`config.mk`:
```
export PLATFORM = sky130hd
export DESIGN_NAME = sapc_top
export DESIGN_NICKNAME = d
export VERILOG_FILES = /design/src/rtl/sapc_top.v
export VERILOG_INCLUDE_DIRS = /design/src /design/src/common
export SDC_FILE = /design/constraint.sdc
export NUM_CORES = 1
export LEC_CHECK = 0
export BUFFER_PORTS_ARGS = -buffer_cell sky130_fd_sc_hd__buf_2
export CORE_UTILIZATION = 60
export CTS_BUF_LIST = sky130_fd_sc_hd__clkbuf_4
export DETAILED_ROUTE_END_ITERATION = 6
export GPL_TIMING_DRIVEN = 0
export PLACE_DENSITY = 0.84
export SLEW_MARGIN = 20
export SYNTH_ARGS = -nofsm -noshare
export SYNTH_HDL_FRONTEND = slang
export SYNTH_SLANG_ARGS = --single-unit
```
`constraint.sdc`:
```
create_clock -name clk -period 2.22 [get_ports clk]
set_input_delay 0.444 -clock clk [delete_from_list [all_inputs] [get_ports clk]]
set_output_delay 0.444 -clock clk [all_outputs]
set_load 0.02 [all_outputs]
```
`src/common/sapc_regs.vh`:
```
// Purpose: constants of the converter control block (control byte layout, modes, timing)
// Assumes: included by rtl/sapc_top.v only
// Notes: all timing figures are in their own unit; cycle counts are derived in the module
`ifndef SAPC_REGS_VH
`define SAPC_REGS_VH

// ****************************************************************
// control byte field positions
// ****************************************************************
`define SAPC_CB_W 8
`define SAPC_CB_PM_HI 7
`define SAPC_CB_PM_LO 6
`define SAPC_CB_ACQ 5
`define SAPC_CB_SGL 4
`define SAPC_CB_UNI 3
`define SAPC_CB_CH_HI 2
`define SAPC_CB_CH_LO 0

// ****************************************************************
// power mode field values
// ****************************************************************
`define SAPC_PM_FULL_PD 2'h0
`define SAPC_PM_STANDBY 2'h1
`define SAPC_PM_NORM_INT 2'h2
`define SAPC_PM_NORM_EXT 2'h3

// ****************************************************************
// result and sequencing
// ****************************************************************
`define SAPC_RES_W 12
`define SAPC_RES_ZERO 12'h000
`define SAPC_RES_MSB 12'h800
`define SAPC_CONV_CYCLES 13
`define SAPC_ACQ_FALLS 4

// ****************************************************************
// timing figures
// ****************************************************************
`define SAPC_CLK_PERIOD_NS 8
`define SAPC_POR_TIME_NS 10000
`define SAPC_INT_CONV_TIME_NS 3600

`endif

```
`src/rtl/sapc_top.v`:
```
// Purpose: control logic of a 12-bit successive-approximation converter with a parallel host port
// Assumes: host pins and comparator are asynchronous to clk and are synchronised here
// Notes: internal conversion clock is derived from clk; external conversion clock is sampled as a pin
`include "sapc_regs.vh"

module sapc_top #(
	parameter CLK_PERIOD_NS = `SAPC_CLK_PERIOD_NS,
	parameter POR_TIME_NS = `SAPC_POR_TIME_NS,
	parameter INT_CONV_TIME_NS = `SAPC_INT_CONV_TIME_NS
) (
	input wire clk,
	input wire rst,
	input wire cs_n,
	input wire wr_n,
	input wire rd_n,
	input wire conv_clk_pin,
	input wire [`SAPC_CB_W-1:0] data_in,
	input wire comp_above,
	output reg [`SAPC_RES_W-1:0] data_out_q,
	output reg data_oe_n_q,
	output reg done_n_q,
	output reg done_oe_n_q,
	output reg tracking_q,
	output reg [`SAPC_RES_W-1:0] dac_code_q,
	output reg converting_q,
	output reg [1:0] power_state_q,
	output reg ext_clk_mode_q,
	output reg acquisition_select_q,
	output reg input_config_select_q,
	output reg polarity_select_q,
	output reg channel_addr_bit2_q,
	output reg channel_addr_bit1_q,
	output reg channel_addr_bit0_q
);

	// ****************************************************************
	// limits seen from the pins
	// ****************************************************************
	// every pin passes two flip-flops, so the host sees these latencies:
	// a write is taken 2 to 3 clk after its strobe rises, fields update on that same clk;
	// the data pins must settle 3 clk before that rise and hold 1 clk after it;
	// the data pins drive 3 clk after chip select and read strobe are both low;
	// the external conversion clock needs 3 clk high and 3 clk low or edges are lost;
	// strobes closer together than about 6 clk may be seen as a single edge

	// ****************************************************************
	// derived cycle counts
	// ****************************************************************
	// least time, rounded up
	localparam POR_CYCLES = (POR_TIME_NS + CLK_PERIOD_NS - 1) / CLK_PERIOD_NS;
	// longest time, rounded down, so the conversion never exceeds its time
	localparam INT_DIV_RAW = INT_CONV_TIME_NS / (`SAPC_CONV_CYCLES * CLK_PERIOD_NS);
	localparam INT_DIV = (INT_DIV_RAW < 1) ? 1 : INT_DIV_RAW;
	localparam integer POR_LAST_I = POR_CYCLES - 1;
	localparam integer INT_DIV_LAST_I = INT_DIV - 1;
	localparam integer CONV_LAST_I = `SAPC_CONV_CYCLES - 1;
	localparam integer ACQ_LAST_I = `SAPC_ACQ_FALLS - 1;
	// end points cut on purpose to the width of the counter that meets them
	localparam [15:0] POR_LAST = POR_LAST_I[15:0];
	localparam [15:0] INT_DIV_LAST = INT_DIV_LAST_I[15:0];
	localparam [3:0] CONV_LAST = CONV_LAST_I[3:0];
	localparam [2:0] ACQ_LAST = ACQ_LAST_I[2:0];

	localparam ST_IDLE = 3'h0;
	localparam ST_ACQ_INT = 3'h1;
	localparam ST_ACQ_EXT = 3'h2;
	localparam ST_CONV = 3'h3;
	localparam ST_PD = 3'h4;

	// power mode with the top bit set is normal operation
	function pm_is_normal;
		input [1:0] pm;
		begin
			pm_is_normal = pm[1];
		end
	endfunction

	// falling edge between the second and third synchroniser stages
	function stage_fell;
		input [2:0] s;
		begin
			stage_fell = ~s[1] & s[2];
		end
	endfunction

	// ****************************************************************
	// pin synchronisers
	// ****************************************************************
	reg [1:0] cs_n_s_q;
	reg [2:0] wr_n_s_q;
	reg [2:0] rd_n_s_q;
	reg [2:0] cclk_s_q;
	reg [1:0] comp_s_q;
	reg [`SAPC_CB_W-1:0] din_s1_q;
	reg [`SAPC_CB_W-1:0] din_s2_q;

	always @(posedge clk) begin
		if (rst) begin
			cs_n_s_q <= 2'h3;
			wr_n_s_q <= 3'h7;
			rd_n_s_q <= 3'h7;
			cclk_s_q <= 3'h0;
			comp_s_q <= 2'h0;
			din_s1_q <= 8'h00;
			din_s2_q <= 8'h00;
		end else begin
			cs_n_s_q <= {cs_n_s_q[0], cs_n};
			wr_n_s_q <= {wr_n_s_q[1:0], wr_n};
			rd_n_s_q <= {rd_n_s_q[1:0], rd_n};
			cclk_s_q <= {cclk_s_q[1:0], conv_clk_pin};
			comp_s_q <= {comp_s_q[0], comp_above};
			din_s1_q <= data_in;
			din_s2_q <= din_s1_q;
		end
	end

	wire cs_act = ~cs_n_s_q[1];
	wire comp_s = comp_s_q[1];
	// edges look only at the second and third stages
	wire wr_rise = wr_n_s_q[1] & ~wr_n_s_q[2] & cs_act;
	wire rd_fall = stage_fell(rd_n_s_q) & cs_act;
	wire ext_fall = stage_fell(cclk_s_q) & cs_act;

	// ****************************************************************
	// power-on hold-off
	// ****************************************************************
	reg [15:0] por_cnt_q;
	reg por_done_q;

	always @(posedge clk) begin
		if (rst) begin
			por_cnt_q <= 16'h0000;
			por_done_q <= 1'b0;
		end else if (!por_done_q) begin
			if (por_cnt_q == POR_LAST) begin
				por_done_q <= 1'b1;
			end else begin
				por_cnt_q <= por_cnt_q + 16'h0001;
			end
		end
	end

	// writes during the hold-off are dropped, so no conversion can start
	wire wr_take = wr_rise & por_done_q;
	wire [1:0] new_pm = {din_s2_q[`SAPC_CB_PM_HI], din_s2_q[`SAPC_CB_PM_LO]};
	wire new_acq = din_s2_q[`SAPC_CB_ACQ];

	// ****************************************************************
	// conversion clock
	// ****************************************************************
	reg [15:0] div_cnt_q;
	reg int_tick_q;

	always @(posedge clk) begin
		if (rst) begin
			div_cnt_q <= 16'h0000;
			int_tick_q <= 1'b0;
		end else if (wr_take) begin
			// a free-running divider would cut the first period after a write short,
			// so acquisition and conversion would both come out short
			div_cnt_q <= 16'h0000;
			int_tick_q <= 1'b0;
		end else if (div_cnt_q == INT_DIV_LAST) begin
			div_cnt_q <= 16'h0000;
			int_tick_q <= 1'b1;
		end else begin
			div_cnt_q <= div_cnt_q + 16'h0001;
			int_tick_q <= 1'b0;
		end
	end

	// one pulse per falling edge of the internal conversion clock, or of the external one while chip select is low
	wire cc_fall = ext_clk_mode_q ? ext_fall : int_tick_q;

	// ****************************************************************
	// control byte and sequencer
	// ****************************************************************
	reg [2:0] state_q;
	reg [2:0] state_d;
	reg [2:0] acq_cnt_q;
	reg [3:0] conv_cnt_q;
	reg [`SAPC_RES_W-1:0] mask_q;
	reg [`SAPC_RES_W-1:0] result_q;
	reg conv_pol_q;
	wire conv_done = (state_q == ST_CONV) & cc_fall & (conv_cnt_q == CONV_LAST);

	always @* begin
		state_d = state_q;
		if (wr_take) begin
			if (!pm_is_normal(new_pm)) begin
				state_d = ST_PD;
			end else if (new_acq) begin
				state_d = ST_ACQ_EXT;
			end else if (state_q == ST_ACQ_EXT) begin
				state_d = ST_CONV;
			end else begin
				state_d = ST_ACQ_INT;
			end
		end else begin
			case (state_q)
				ST_ACQ_INT: begin
					if (cc_fall && acq_cnt_q == ACQ_LAST) begin
						state_d = ST_CONV;
					end
				end
				ST_CONV: begin
					if (conv_done) begin
						state_d = ST_IDLE;
					end
				end
				default: begin
					state_d = state_q;
				end
			endcase
		end
	end

	always @(posedge clk) begin
		if (rst) begin
			state_q <= ST_IDLE;
			ext_clk_mode_q <= 1'b1;
			power_state_q <= `SAPC_PM_NORM_EXT;
			acquisition_select_q <= 1'b0;
			input_config_select_q <= 1'b0;
			polarity_select_q <= 1'b0;
			channel_addr_bit2_q <= 1'b0;
			channel_addr_bit1_q <= 1'b0;
			channel_addr_bit0_q <= 1'b0;
		end else begin
			state_q <= state_d;
			if (wr_take) begin
				// any write wakes the part; a power-down byte sends it back down
				power_state_q <= new_pm;
				if (pm_is_normal(new_pm)) begin
					ext_clk_mode_q <= new_pm[0];
				end
				acquisition_select_q <= new_acq;
				input_config_select_q <= din_s2_q[`SAPC_CB_SGL];
				polarity_select_q <= din_s2_q[`SAPC_CB_UNI];
				channel_addr_bit2_q <= din_s2_q[`SAPC_CB_CH_HI];
				channel_addr_bit1_q <= din_s2_q[`SAPC_CB_CH_LO + 1];
				channel_addr_bit0_q <= din_s2_q[`SAPC_CB_CH_LO];
			end
		end
	end

	// ****************************************************************
	// acquisition and successive approximation
	// ****************************************************************
	always @(posedge clk) begin
		if (rst) begin
			acq_cnt_q <= 3'h0;
			conv_cnt_q <= 4'h0;
			mask_q <= `SAPC_RES_ZERO;
			dac_code_q <= `SAPC_RES_ZERO;
			result_q <= `SAPC_RES_ZERO;
			conv_pol_q <= 1'b0;
			tracking_q <= 1'b0;
			converting_q <= 1'b0;
		end else begin
			converting_q <= (state_d == ST_CONV);
			if (state_d == ST_ACQ_INT || state_d == ST_ACQ_EXT) begin
				tracking_q <= 1'b1;
			end else begin
				tracking_q <= 1'b0;
			end
			if (wr_take) begin
				acq_cnt_q <= 3'h0;
			end else if (state_q == ST_ACQ_INT && cc_fall) begin
				acq_cnt_q <= acq_cnt_q + 3'h1;
			end
			if (state_d == ST_CONV && state_q != ST_CONV) begin
				// sample taken here; first trial is mid scale
				conv_cnt_q <= 4'h0;
				mask_q <= `SAPC_RES_MSB;
				dac_code_q <= `SAPC_RES_MSB;
				conv_pol_q <= wr_take ? din_s2_q[`SAPC_CB_UNI] : polarity_select_q;
			end else if (state_q == ST_CONV && state_d == ST_CONV && cc_fall) begin
				conv_cnt_q <= conv_cnt_q + 4'h1;
				mask_q <= mask_q >> 1;
				if (comp_s) begin
					dac_code_q <= dac_code_q | (mask_q >> 1);
				end else begin
					dac_code_q <= (dac_code_q & ~mask_q) | (mask_q >> 1);
				end
			end
			if (conv_done) begin
				// after the twelfth decision the trial code is the result
				result_q <= dac_code_q;
			end
		end
	end

	// ****************************************************************
	// host port outputs
	// ****************************************************************
	// the analog side yields offset binary; flipping the top bit gives two's complement
	wire [`SAPC_RES_W-1:0] coded = conv_pol_q ? result_q :
		{~result_q[`SAPC_RES_W-1], result_q[`SAPC_RES_W-2:0]};

	always @(posedge clk) begin
		if (rst) begin
			done_n_q <= 1'b1;
			done_oe_n_q <= 1'b1;
			data_out_q <= `SAPC_RES_ZERO;
			data_oe_n_q <= 1'b1;
		end else begin
			if (conv_done) begin
				done_n_q <= 1'b0;
			end else if (rd_fall || wr_take) begin
				done_n_q <= 1'b1;
			end
			done_oe_n_q <= ~cs_act;
			data_out_q <= coded;
			// drives only while chip select and read strobe are both low
			data_oe_n_q <= ~(cs_act & ~rd_n_s_q[1]);
		end
	end

endmodule // sapc_top

```
Word-level counts from Yosys, hierarchy flattened --
Index checks and enable logic that the tools add are counted.
Operators by class: bitwise operators 22, reduce and logical (&&, ||, !) cells 14, $add $sub $neg 4, muxes and demuxes 21, eq/ne operators 11
Operators with widths (count):
- $mux W12 | 6
- $add A16 B1 Y16 const B | 2
- $or A12 B11 Y12 | 2
- $eq A16 B11 Y1 const B | 1
- $eq A16 B6 Y1 const B | 1
- $eq A3 B2 Y1 const B | 5
- $and A12 B12 Y12 | 1
- $mux W3 | 4
- $not A12 Y12 | 1
- $and A1 B1 Y1 | 10
- $mux W1 | 8
- $not A1 Y1 | 8
- $eq A3 B1 Y1 const B | 2
- $pmux W3 S2 | 1
- $logic_and A1 B1 Y1 | 5
- $add A4 B1 Y4 const B | 1
- $eq A4 B4 Y1 const B | 1
- $mux W2 | 2
- $reduce_and A2 Y1 | 2
- $reduce_bool A2 Y1 | 2
- $reduce_or A2 Y1 | 2
- $add A3 B1 Y3 const B | 1
- $ne A3 B2 Y1 const B | 1
- $reduce_or A3 Y1 | 1
- $logic_or A1 B1 Y1 | 2
Word-level totals: logic and storage cells 106, bits in registers 136, output and inout port bits 38

Depth between registers and ports, before layout --
Gate-level depths: netlist of run 1.
depth after elaboration 14, gate-level depth with buffers 9, gate-level depth less buffers 7

Worst setup path after synthesis of run 1 --
Ideal clock, no wire load.
kind register -> register, start point reg ext_clk_mode_q, end point reg conv_cnt_q[3], path slack 218 ps, data required time 2090 ps, cell stages (with the launch flop) 8, arrival 1873 ps, clock period less this slack 2002 ps, path through dfxtp_1 and4bb_2 o2111ai_1 o221a_2 buf_2 buf_2 o41ai_1 a21oi_1
Between the ends: word-level cells in the longest chain between the ends 9
Ends and longest elaborated chain:
- start: declaration | RTL line sapc_top.v:27 | output reg ext_clk_mode_q,
- start signal: assignment | RTL line sapc_top.v:235 | ext_clk_mode_q <= new_pm[0];
- $mux W1 (*) | RTL line sapc_top.v:173 | wire cc_fall = ext_clk_mode_q ? ext_fall : int_tick_q;
- $and A1 B1 Y1 (2 in a row) | RTL line sapc_top.v:185 | wire conv_done = (state_q == ST_CONV) & cc_fall & (conv_cnt_q == CONV_LAST);
- $mux W3 | RTL line sapc_top.v:207 | if (conv_done) begin
- $pmux W3 S2 | RTL line sapc_top.v:200 | case (state_q)
- $mux W3 | RTL line sapc_top.v:189 | if (wr_take) begin
- $eq A3 B2 Y1 | RTL line sapc_top.v:272, sapc_top.v:278
- $logic_and A1 B1 Y1, on equally long branches | RTL line sapc_top.v:272, sapc_top.v:278
- $reduce_or A2 Y1 (no source line) / $logic_and A1 B1 Y1 (equally long branches)
- end signal: assignment | RTL line sapc_top.v:279 | conv_cnt_q <= conv_cnt_q + 4'h1;
- end: declaration | RTL line sapc_top.v:181 | reg [3:0] conv_cnt_q;
Mark *: on every way between the ends. The rest lies on a longest branch, timed or not. A chain may end at the register's enable or synchronous reset.

Worst setup path after layout of run 1 --
start point reg cs_n_s_q[1], end point reg conv_cnt_q[0]
Between the ends: word-level cells in the longest chain between the ends 11
Ends and longest elaborated chain:
- start: declaration | RTL line sapc_top.v:89 | reg [1:0] cs_n_s_q;
- start signal: assignment | RTL line sapc_top.v:107 | cs_n_s_q <= {cs_n_s_q[0], cs_n};
- $not A1 Y1 (*) | RTL line sapc_top.v:117 | wire cs_act = ~cs_n_s_q[1];
- $and A1 B1 Y1 | RTL line sapc_top.v:122 | wire ext_fall = stage_fell(cclk_s_q) & cs_act;
- $mux W1 | RTL line sapc_top.v:173
- $and A1 B1 Y1 (2 in a row) | RTL line sapc_top.v:185
- $mux W3 | RTL line sapc_top.v:207
- $pmux W3 S2 | RTL line sapc_top.v:200
- $mux W3 | RTL line sapc_top.v:189
- $eq A3 B2 Y1 | RTL line sapc_top.v:272, sapc_top.v:278
- $logic_and A1 B1 Y1, on equally long branches | RTL line sapc_top.v:272, sapc_top.v:278
- $reduce_or A2 Y1 (no source line) / $logic_and A1 B1 Y1 (equally long branches)
Marked as above.

==> impl_metrics.py, run 1 <==
metrics = {
    "yosys": {
        "syn-cell-area_um2": 5100,
        "synth.most_common_cell": "dfxtp_1",
        "syn_avg_cell_area_um2": 9.23,
        "synth-edff-count": 0,
        "synth_top_cell_by_area": "dfxtp_1",
        "synth_area_leaders": "dfxtp_1, a21oi_1, nor2b_1, nand2_1, nand3_1",
        "synth-seq-cells": 136,
        "yosysSeqAreaShare_pct": 53.4,
        "yosysWarnings": 0,
        "synthCells": 552,
        "synth_top_area_share_pct": 53.4,
        "synth.distinct_cells": 48,
        "synthTopCellsByCount": "dfxtp_1, a21oi_1, nand2_1",
        "synthFlopType": "dfxtp_1",
        "async_reset_ff_share_pct": 0,
        "syn-num-nets": 575,
    },
    "timing": {
        "setup_slack_ns": 0.105,
        "finalClockSkew_ns": 0.0205,
        "layout_min_cycle_time_ns": 2.11,
        "drv_slew": 0,
        "finalSetupViolCount": 0,
        "max_freq_mhz": 473,
        "setup-tns-final_ns": 0,
        "rsz0062_at_grt": "yes",
        "relSlewSlack_pct": 50.3,
        "tightest_slew_ns": 0.740,
        "fin_crit_sh_pct": 95.3,
        "hold_viol_final": 0,
    },
    "grt": {
        "grt_util_all_layers_pct": 26.5,
        "antenna_found_initial": 0,
        "grt_use_met2_pct": 45.0,
        "grt.busiest_layer": "met2",
        "first_global_vias": 4019,
        "use_met1_pct": 31.3,
        "grt_max_degree": 17,
        "met3_usage_pct": 6.55,
        "grt_pass1_wl_um": 18200,
        "overflow": 0,
    },
    "setup_path": {
        "cp-end-kind": "register",
        "reg2reg_from": "cs_n_s_q[1]",
        "required_ns": 2.63,
        "cpPeakStageDelay_ns": 0.38,
        "worstSetupStartpoint": "cs_n_s_q[1]",
        "path_cells": "and4bb_2 -> o2111ai_1 -> o221a_2 -> buf_2 -> clkbuf_2 -> o31ai_1 -> a21oi_1",
        "critPathTopFamily": "compound AO/OA/AOI/OAI gates",
        "cp_max_fo": 10,
        "crit_buf_inv": 2,
        "path_class": "register to register",
        "cp-start-kind": "register",
        "cpMaxStageDelayCell": "dfxtp_2",
        "cp.arrival_ns": 2.52,
    },
    "layout": {
        "drive_above_1_share_pct": 19.2,
        "syn_to_final_growth_pct": 14.9,
        "final-instance-count-excl-fill": 742,
        "finalNetCount": 647,
        "final_area_um2": 5860,
        "antenna_cells": 0,
    },
    "clocking": {
        "htreeDepth": 4,
        "cts_tree": "done",
        "path_clk_slew_ns": 0.12,
        "cts_buffers": 17,
        "clk-insertion-delay-late_ns": 0.54,
        "clock_path_buffers": 2,
        "hold_buffers": 0,
        "cts.sinks": 136,
        "cts-root-buf": "clkbuf_4",
    },
    "drt": {
        "routed_wl_um": 11000,
        "vias_per_cell": 5.64,
        "firstDrtPassIters": 7,
        "postRouteAntennaNets": 0,
        "post_drt_wl_per_cell_um": 14.9,
        "drtIter0Drc": 314,
        "drc_errors": 8,
        "vias": 4182,
    },
    "worst_hold_path": {
        "hp-start": "cs_n",
        "hp-class": "input port to register",
    },
    "power": {
        "combPwrFrac_pct": 2.5,
        "power_leakage_nw": 2.15,
        "switching_power_mw": 1.03,
        "p_int_mw": 3.32,
        "switching_share_pct": 23.7,
        "seq_power_share_pct": 57.3,
        "irDropWorstVdd_v": 0.000410,
        "cellPowerDensity_nw_per_um2": 743,
        "power_frac_clock_pct": 40.1,
    },
    "floorplan": {
        "initial_utilization_pct": 62.0,
        "ioPinCount": 53,
        "core_area_um2": 8220,
        "die_w_um": 94.2,
        "die_y_um": 94.2,
        "dieArea_um2": 8870,
        "num_rows": 33,
    },
    "placement": {
        "io_buffers": 52,
        "dp_cells": 709,
        "dp_hpwl_um": 7680,
        "dp_slack_ns": 0.0110,
        "place_congestion": 0.895,
        "place_area_um2": 5490,
    },
    "outcome": {
        "violations": "design-rule violations",
        "status": "finished, violations left",
    },
    "job": {
        "cap_violations": 0,
    },
}
cell usage in the layout, fill, tap and decap left out, types with 3 or more instances in the layout:
cell type	synthesis	routed
clkbuf_4	0	18
nand4_1	5	5
dfxtp_1	136	133
and3_1	3	3
bufinv_16	0	3
or2_2	10	10
nand3_1	41	41
xnor2_1	13	13
or3_1	6	6
nor3_1	7	7
nor2b_1	36	36
o31ai_1	24	23
ha_1	8	8
inv_6	0	3
a21oi_1	55	54
a211oi_1	5	3
buf_2	8	61
o21ai_0	7	7
dfxtp_2	0	3
clkbuf_1	20	18
xor2_1	14	14
inv_1	12	12
clkinvlp_4	0	4
a211oi_2	1	3
and2_1	4	4
nand2_1	55	55
nor2_1	44	44
repair_timing:
action,4_1_cts,5_1_grt
resized for setup,1,15
setup endpoints to repair,1,32
cloned,0,0
setup buffers,0,1
pin swaps,0,2
power by group through the flow:
stage	Clock (mW)	Combinational, mW	Sequential [mW]
2_1_floorplan	0	0.0698	2.54
3_3_place_gp	0	0.105	2.55
3_5_place_dp	0	0.109	2.55
4_1_cts	1.76	0.110	2.49
5_1_grt	1.86	0.125	2.50
6_report	1.74	0.111	2.49
cells by family after synthesis:
logic type	after synthesis	share of synthesized area, %
buffers and inverters	43	3.44
and+or+nand+nor	232	23.5
AOI/OAI and AO/OA	104	12.6
muxes	2	0.393
xor gates and xnor gates	27	4.64
DFF	136	53.4
adders and majority gates	8	1.96
flip-flops by register name, indices dropped and copies added, names as in the netlist, 4 cells and up:
name        cells
conv_cnt_q      4
result_q       12
din_s1_q        8
por_cnt_q      16
din_s2_q        8
mask_q         12
div_cnt_q      16
data_out_q     12
dac_code_q     12
through the flow:
stage / utilization [%] / hold slack (ns) / total power [mW]
after floorplan: - / 0.389 / 2.61
after global placement: 66.8 / 0.391 / 2.65
after detailed placement: 66.8 / 0.392 / 2.66
after CTS: 70.6 / 0.0665 / 4.36
after global routing: 71.3 / 0.0616 / 4.49
final: 71.3 / 0.0834 / 4.35
path summary, 6_finish.rpt:
path | endpoint | slack [ns] | cells after the start
max reg2reg | conv_cnt_q[0] | 0.11 | 7
min | cs_n_s_q[0] | 0.08 | 2
max | conv_cnt_q[0] | 0.11 | 7
min reg2reg | rd_n_s_q[1] | 0.42 | 1
final cells by class:
type                    instances  area, um2
repair buffers                 53        268
fillers                       630       2360
inverters                      13       48.8
multi-input cells             373       2240
clock inverters                14        174
plain buffers                  30        130
flip-flops and latches        136       2730
clock buffers                  18        135
well taps                     105        131
metal layers:
| metal | wire length (um) | part of all wire, % |
|---|---|---|
| met4 | 170 | 1.5 |
| met2 | 5660 | 51 |
| met3 | 413 | 3.7 |
| met5 | 0 | 0 |
| met1 | 4790 | 43 |
No activity file was read; power rests on OpenSTA's default activity.
==> run 2, diff against run 1 <==
- CELL_PAD_IN_SITES_DETAIL_PLACEMENT: not set -> 0
- CELL_PAD_IN_SITES_GLOBAL_PLACEMENT: not set -> 1
- CORE_UTILIZATION: 60 -> 46
==> run 2 against run 1 <==
The run now ends clean. Critical path type unchanged. Final cell count is 4.7% higher. Design area up 0.64%. Largest cell class unchanged. Global-route usage is 5.5 points lower.
==> impl_metrics.py, run 2 (synthesized netlist as in run 1, its figures left out) <==
metrics = {
    "timing": {
        "finalClockSkew_ns": 0.0204,
        "setup_slack_ns": 0.111,
        "rsz0062_at_grt": "yes",
        "timing.hold.ws_ns": 0.0955,
        "tightest_slew_ns": 0.776,
        "max_freq_mhz": 474,
        "layout_min_cycle_time_ns": 2.11,
        "relSlewSlack_pct": 47.9,
        "fin_crit_sh_pct": 95.0,
        "finalSetupViolCount": 0,
        "drv_slew": 0,
        "hold_viol_final": 0,
    },
    "clocking": {
        "hold_buffers": 0,
        "path_clk_slew_ns": 0.11,
        "cts.sinks": 136,
        "clk-insertion-delay-late_ns": 0.54,
        "cts_buffers": 17,
        "clock_path_buffers": 2,
        "htreeDepth": 4,
        "cts_tree": "done",
        "cts-root-buf": "clkbuf_4",
    },
    "drt": {
        "vias_per_cell": 5.18,
        "post_drt_wl_per_cell_um": 14.3,
        "firstDrtPassIters": 4,
        "drc_errors": 0,
        "routed_wl_um": 11100,
        "postRouteAntennaNets": 0,
        "drtIter0Drc": 242,
        "vias": 4028,
    },
    "setup_path": {
        "worstSetupStartpoint": "conv_cnt_q[0]",
        "cp-start-kind": "register",
        "r2r-end": "dac_code_q[5]",
        "cp_max_fo": 10,
        "path_class": "register to register",
        "cpPeakStageDelay_ns": 0.40,
        "rr_worst_depth": 9,
        "cp-end-kind": "register",
        "rrSetupSlack_ns": 0.11,
        "cpMaxStageDelayCell": "dfxtp_1",
        "required_ns": 2.63,
        "reg2reg_from": "conv_cnt_q[0]",
        "path_cells": "inv_1 -> ha_1 -> nand4_1 -> a21oi_2 -> o31a_1 -> buf_2 -> clkbuf_2 -> o31ai_1 -> a21oi_1",
        "worstSetupEndpoint": "dac_code_q[5]",
        "cp.arrival_ns": 2.52,
    },
    "layout": {
        "antenna_cells": 0,
        "reg_top3": "div_cnt_q: 16 flops, por_cnt_q: 16 flops",
        "final_cell_mix": "dfxtp_1, buf_2, nand2_1, a21oi_1, nor2_1",
        "final_common_cell": "dfxtp_1",
        "final-instance-count-excl-fill": 777,
        "finalNetCount": 647,
        "drive_above_1_share_pct": 18.8,
        "syn_to_final_growth_pct": 15.7,
    },
    "floorplan": {
        "dieArea_um2": 11500,
        "die_y_um": 107,
        "ioPinCount": 53,
        "initial_utilization_pct": 47.2,
        "core_area_um2": 10800,
        "num_rows": 38,
        "die_w_um": 107,
    },
    "placement": {
        "dp_slack_ns": -0.0173,
        "dp_cells": 744,
        "dp_hpwl_um": 7880,
        "place_congestion": 0.804,
        "io_buffers": 52,
    },
    "power": {
        "irDropWorstVdd_v": 0.000357,
        "power_leakage_nw": 2.15,
        "p_total_mw": 4.29,
        "cellPowerDensity_nw_per_um2": 728,
    },
    "grt": {
        "grt_max_degree": 17,
        "grt_util_all_layers_pct": 21.0,
        "antenna_found_initial": 0,
        "first_global_vias": 3910,
        "overflow": 0,
        "grt_pass1_wl_um": 18400,
    },
    "outcome": {
        "status": "finished, final reports clean",
    },
    "worst_hold_path": {
        "hold_path_depth": 2,
        "hp-class": "input port to register",
    },
    "job": {
        "cap_violations": 0,
    },
}
run 2: cell types whose count changed in the layout (fill, tap and decap cells not counted), sizes merged:
cell | before | now
buf | 63 | 64
clkinv | 5 | 7
inv | 15 | 12
run 2: area by class of cell:
class | count | area [um2]
Tap cell | 140 | 175
Fill cell | 971 | 4900
Clock buffer | 19 | 143
Clock inverter | 13 | 155
Timing Repair Buffer | 53 | 268
Sequential cell | 136 | 2730
Buffer | 30 | 130
Multi-Input combinational cell | 373 | 2250
Inverter | 13 | 48.8
run 2: repair_timing:
action	CTS	global route
pin swaps	0	1
gates cloned	0	0
hold endpoints to repair	0	0
setup endpoints to repair	6	30
gates resized for setup	3	14
setup buffers	0	1
run 2: worst min-delay path by stage:
stage	from	to	slack, ns
3_3_place_gp	cs_n_s_q[0]	cs_n_s_q[1]	0.39
2_1_floorplan	cs_n_s_q[0]	cs_n_s_q[1]	0.39
3_5_place_dp	rd_n_s_q[0]	rd_n_s_q[1]	0.40
4_1_cts	cs_n	cs_n_s_q[0]	0.04
6_report	cs_n	cs_n_s_q[0]	0.1
5_1_grt	cs_n	cs_n_s_q[0]	0.01
run 2: through the flow:
stage          area (um2)  utilization [%]  setup TNS, ns
6_report             5890             54.6              0
5_1_grt              5890             54.6        -0.0335
4_1_cts              5840             54.1              0
3_5_place_dp         5530             51.3        -0.0255
3_3_place_gp         5530             51.3              0
2_1_floorplan        5100                -              0
run 2: per-layer routing:
layer | part of all wire (%) | wire length (um) | track usage (%) | up-vias
met5 | 0 | 0 | 0 | -
met4 | 0.87 | 97 | 9.59 | 0
met3 | 2.9 | 322 | 6.54 | 8
met2 | 49 | 5500 | 34.6 | 71
met1 | 47 | 5220 | 24.9 | 1896
li1 | - | - | - | 2053
run 2: where the power goes:
part / internal (mW) / switching, mW / total (mW)
Clock: 0.796 / 0.891 / 1.69
Sequential: 2.47 / 0.0200 / 2.49
Combinational: 0.0433 / 0.0665 / 0.110
Total: 3.31 / 0.978 / 4.29
run 2: critical path: cells and delay by family (launching register included):
| kind | cells | cell delay [ns] |
|---|---|---|
| AOI/OAI and AO/OA | 4 | 0.71 |
| buffers and inverters | 3 | 0.49 |
| DFF | 1 | 0.40 |
| adders and majority gates | 1 | 0.22 |
| and+or+nand+nor | 1 | 0.17 |
==> run 3, diff against run 2 <==
- BUFFER_PORTS_ARGS: -buffer_cell sky130_fd_sc_hd__buf_2 -> not set
- CORE_UTILIZATION: 46 -> 50
- DONT_BUFFER_PORTS: not set -> 1
==> run 3 against run 2 <==
Worst hold slack got worse by 0.058 ns. Utilization rose by 2.9 points. Sequential power barely moved. First-iteration DRC count fell by 31%. Register-to-register slack barely moved. Die area fell by 7.9%. Sequential share of layout area rose by 2.1 points. Flip-flop and latch count did not move.
==> impl_metrics.py, run 3 (synthesized netlist as in run 1, its figures left out) <==
metrics = {
    "layout": {
        "final_cell_mix": "dfxtp_1, nand2_1, a21oi_1, nor2_1, nand3_1",
        "antenna_cells": 0,
        "fill_cells": 927,
        "seqCellArea_um2": 2730,
        "syn_to_final_growth_pct": 10.8,
        "final-instance-count-excl-fill": 720,
        "drive_above_1_share_pct": 11.4,
        "multi_input_area_um2": 2240,
        "finalNetCount": 598,
        "reg_top3": "div_cnt_q: 16 flops, por_cnt_q: 16 flops",
        "final_common_cell": "dfxtp_1",
        "final_core_util_pct": 57.5,
    },
    "clocking": {
        "clk-insertion-delay-late_ns": 0.53,
        "cts.sinks": 136,
        "clock_path_buffers": 2,
        "htreeDepth": 4,
        "cts_buffers": 17,
        "path_clk_slew_ns": 0.11,
        "cts-root-buf": "clkbuf_4",
        "cts_tree": "done",
    },
    "power": {
        "seq_power_share_pct": 58.6,
        "cellPowerDensity_nw_per_um2": 753,
        "irDropWorstVdd_v": 0.000708,
        "combPwrFrac_pct": 2.3,
        "power_leakage_nw": 1.92,
        "switching_share_pct": 22.6,
        "power_frac_clock_pct": 39.1,
        "p_int_mw": 3.29,
        "switching_power_mw": 0.962,
    },
    "outcome": {
        "status": "finished, final reports clean",
    },
    "drt": {
        "postRouteAntennaNets": 0,
        "drtIter0Drc": 166,
        "routed_wl_um": 10700,
        "firstDrtPassIters": 4,
        "vias_per_cell": 5.41,
        "drc_errors": 0,
        "vias": 3892,
        "post_drt_wl_per_cell_um": 14.9,
    },
    "setup_path": {
        "path_class": "register to register",
        "cp-start-kind": "register",
        "cp.arrival_ns": 2.52,
        "cp-end-kind": "register",
        "required_ns": 2.63,
        "cp_max_fo": 10,
    },
    "grt": {
        "grt_pass1_wl_um": 17200,
        "grt_util_all_layers_pct": 21.5,
        "grt_max_degree": 17,
        "first_global_vias": 3469,
        "overflow": 0,
        "antenna_found_initial": 0,
    },
    "floorplan": {
        "dieArea_um2": 10600,
        "initial_utilization_pct": 51.9,
        "ioPinCount": 53,
        "num_rows": 36,
        "die_y_um": 103,
        "core_area_um2": 9820,
        "die_w_um": 103,
    },
    "timing": {
        "hold_viol_final": 0,
        "rsz0062_at_grt": "no",
        "finalSetupViolCount": 0,
        "tightest_slew_ns": 0.551,
        "setup_slack_ns": 0.115,
        "timing.hold.ws_ns": 0.0376,
        "fin_crit_sh_pct": 94.8,
        "max_freq_mhz": 475,
        "relSlewSlack_pct": 63.0,
        "finalClockSkew_ns": 0.0162,
        "layout_min_cycle_time_ns": 2.11,
        "drv_slew": 0,
        "setup-tns-final_ns": 0,
    },
    "placement": {
        "place_congestion": 0.811,
        "dp_slack_ns": -0.0906,
        "dp_cells": 685,
        "dp_hpwl_um": 7510,
        "io_buffers": 0,
    },
    "job": {
        "cap_violations": 0,
    },
    "worst_hold_path": {
        "hp-class": "input port to register",
    },
}
-- run 3: changes by cell type in the layout (fill, tap and decap cells not counted), moves of 2 or more --
cell and delta:
buf_2 -54, clkinvlp_4 -3, dlygate4sd3_1 +3, o31ai_1 +3, o31ai_2 -3, clkbuf_2 +2
clkinv_2 +2, clkinv_4 +2, dfxtp_2 -2
-- run 3: routing by layer --
metal,share of wire [%],global-route usage [%],vias up
met5,0,0,-
met4,1.0,6.50,0
met3,5.9,6.78,13
met2,44,32.0,93
met1,49,29.7,1832
li1,-,-,1954
-- run 3: stage by stage --
stage	power (mW)	cell area [um2]
floorplan	2.61	5100
global placement	2.64	5260
detailed placement	2.64	5260
CTS	4.29	5590
global route	4.42	5650
finish	4.25	5650
-- run 3: worst paths after layout --
check / start / to / slack, ns / cells past startpoint
max: cs_n_s_q[1] / conv_cnt_q[2] / 0.11 / 7
max reg2reg: cs_n_s_q[1] / conv_cnt_q[2] / 0.11 / 7
min: data_in[6] / din_s1_q[6] / 0.04 / 1
min reg2reg: cs_n_s_q[0] / cs_n_s_q[1] / 0.42 / 1
-- run 3: area by class of cell --
class / count / area share [%]
multi-input combinational: 373 / 39.7
buffer: 30 / 2.37
timing repair buffer: 4 / 0.665
clock buffer: 18 / 2.39
sequential: 136 / 48.3
clock inverter: 13 / 2.77
inverter: 13 / 0.864
tap: 133 / 2.95
-- run 3: repair_timing --
action                     4_1_cts  5_1_grt
gates resized for setup          3       15
hold buffers                     3        0
pin swaps                        0        1
hold endpoints to repair         3        0
gates cloned                     0        0
setup buffers                    0        1
setup endpoints to repair       21       37
-- run 3: worst max-delay path: stages (launching register included) --
cell and delay [ns]:
dfxtp_2 0.38, and4bb_2 0.33, o2111ai_2 0.16, o221a_2 0.29
buf_2 0.16, buf_2 0.20, o41ai_1 0.37, a21oi_1 0.10
-- run 3: power groups by stage --
stage	logic, mW	clock network (mW)	registers (mW)
after floorplan	0.0698	0	2.54
after global placement	0.0909	0	2.55
after detailed placement	0.0940	0	2.55
after CTS	0.0989	1.69	2.50
after global routing	0.112	1.81	2.50
final	0.0983	1.66	2.49
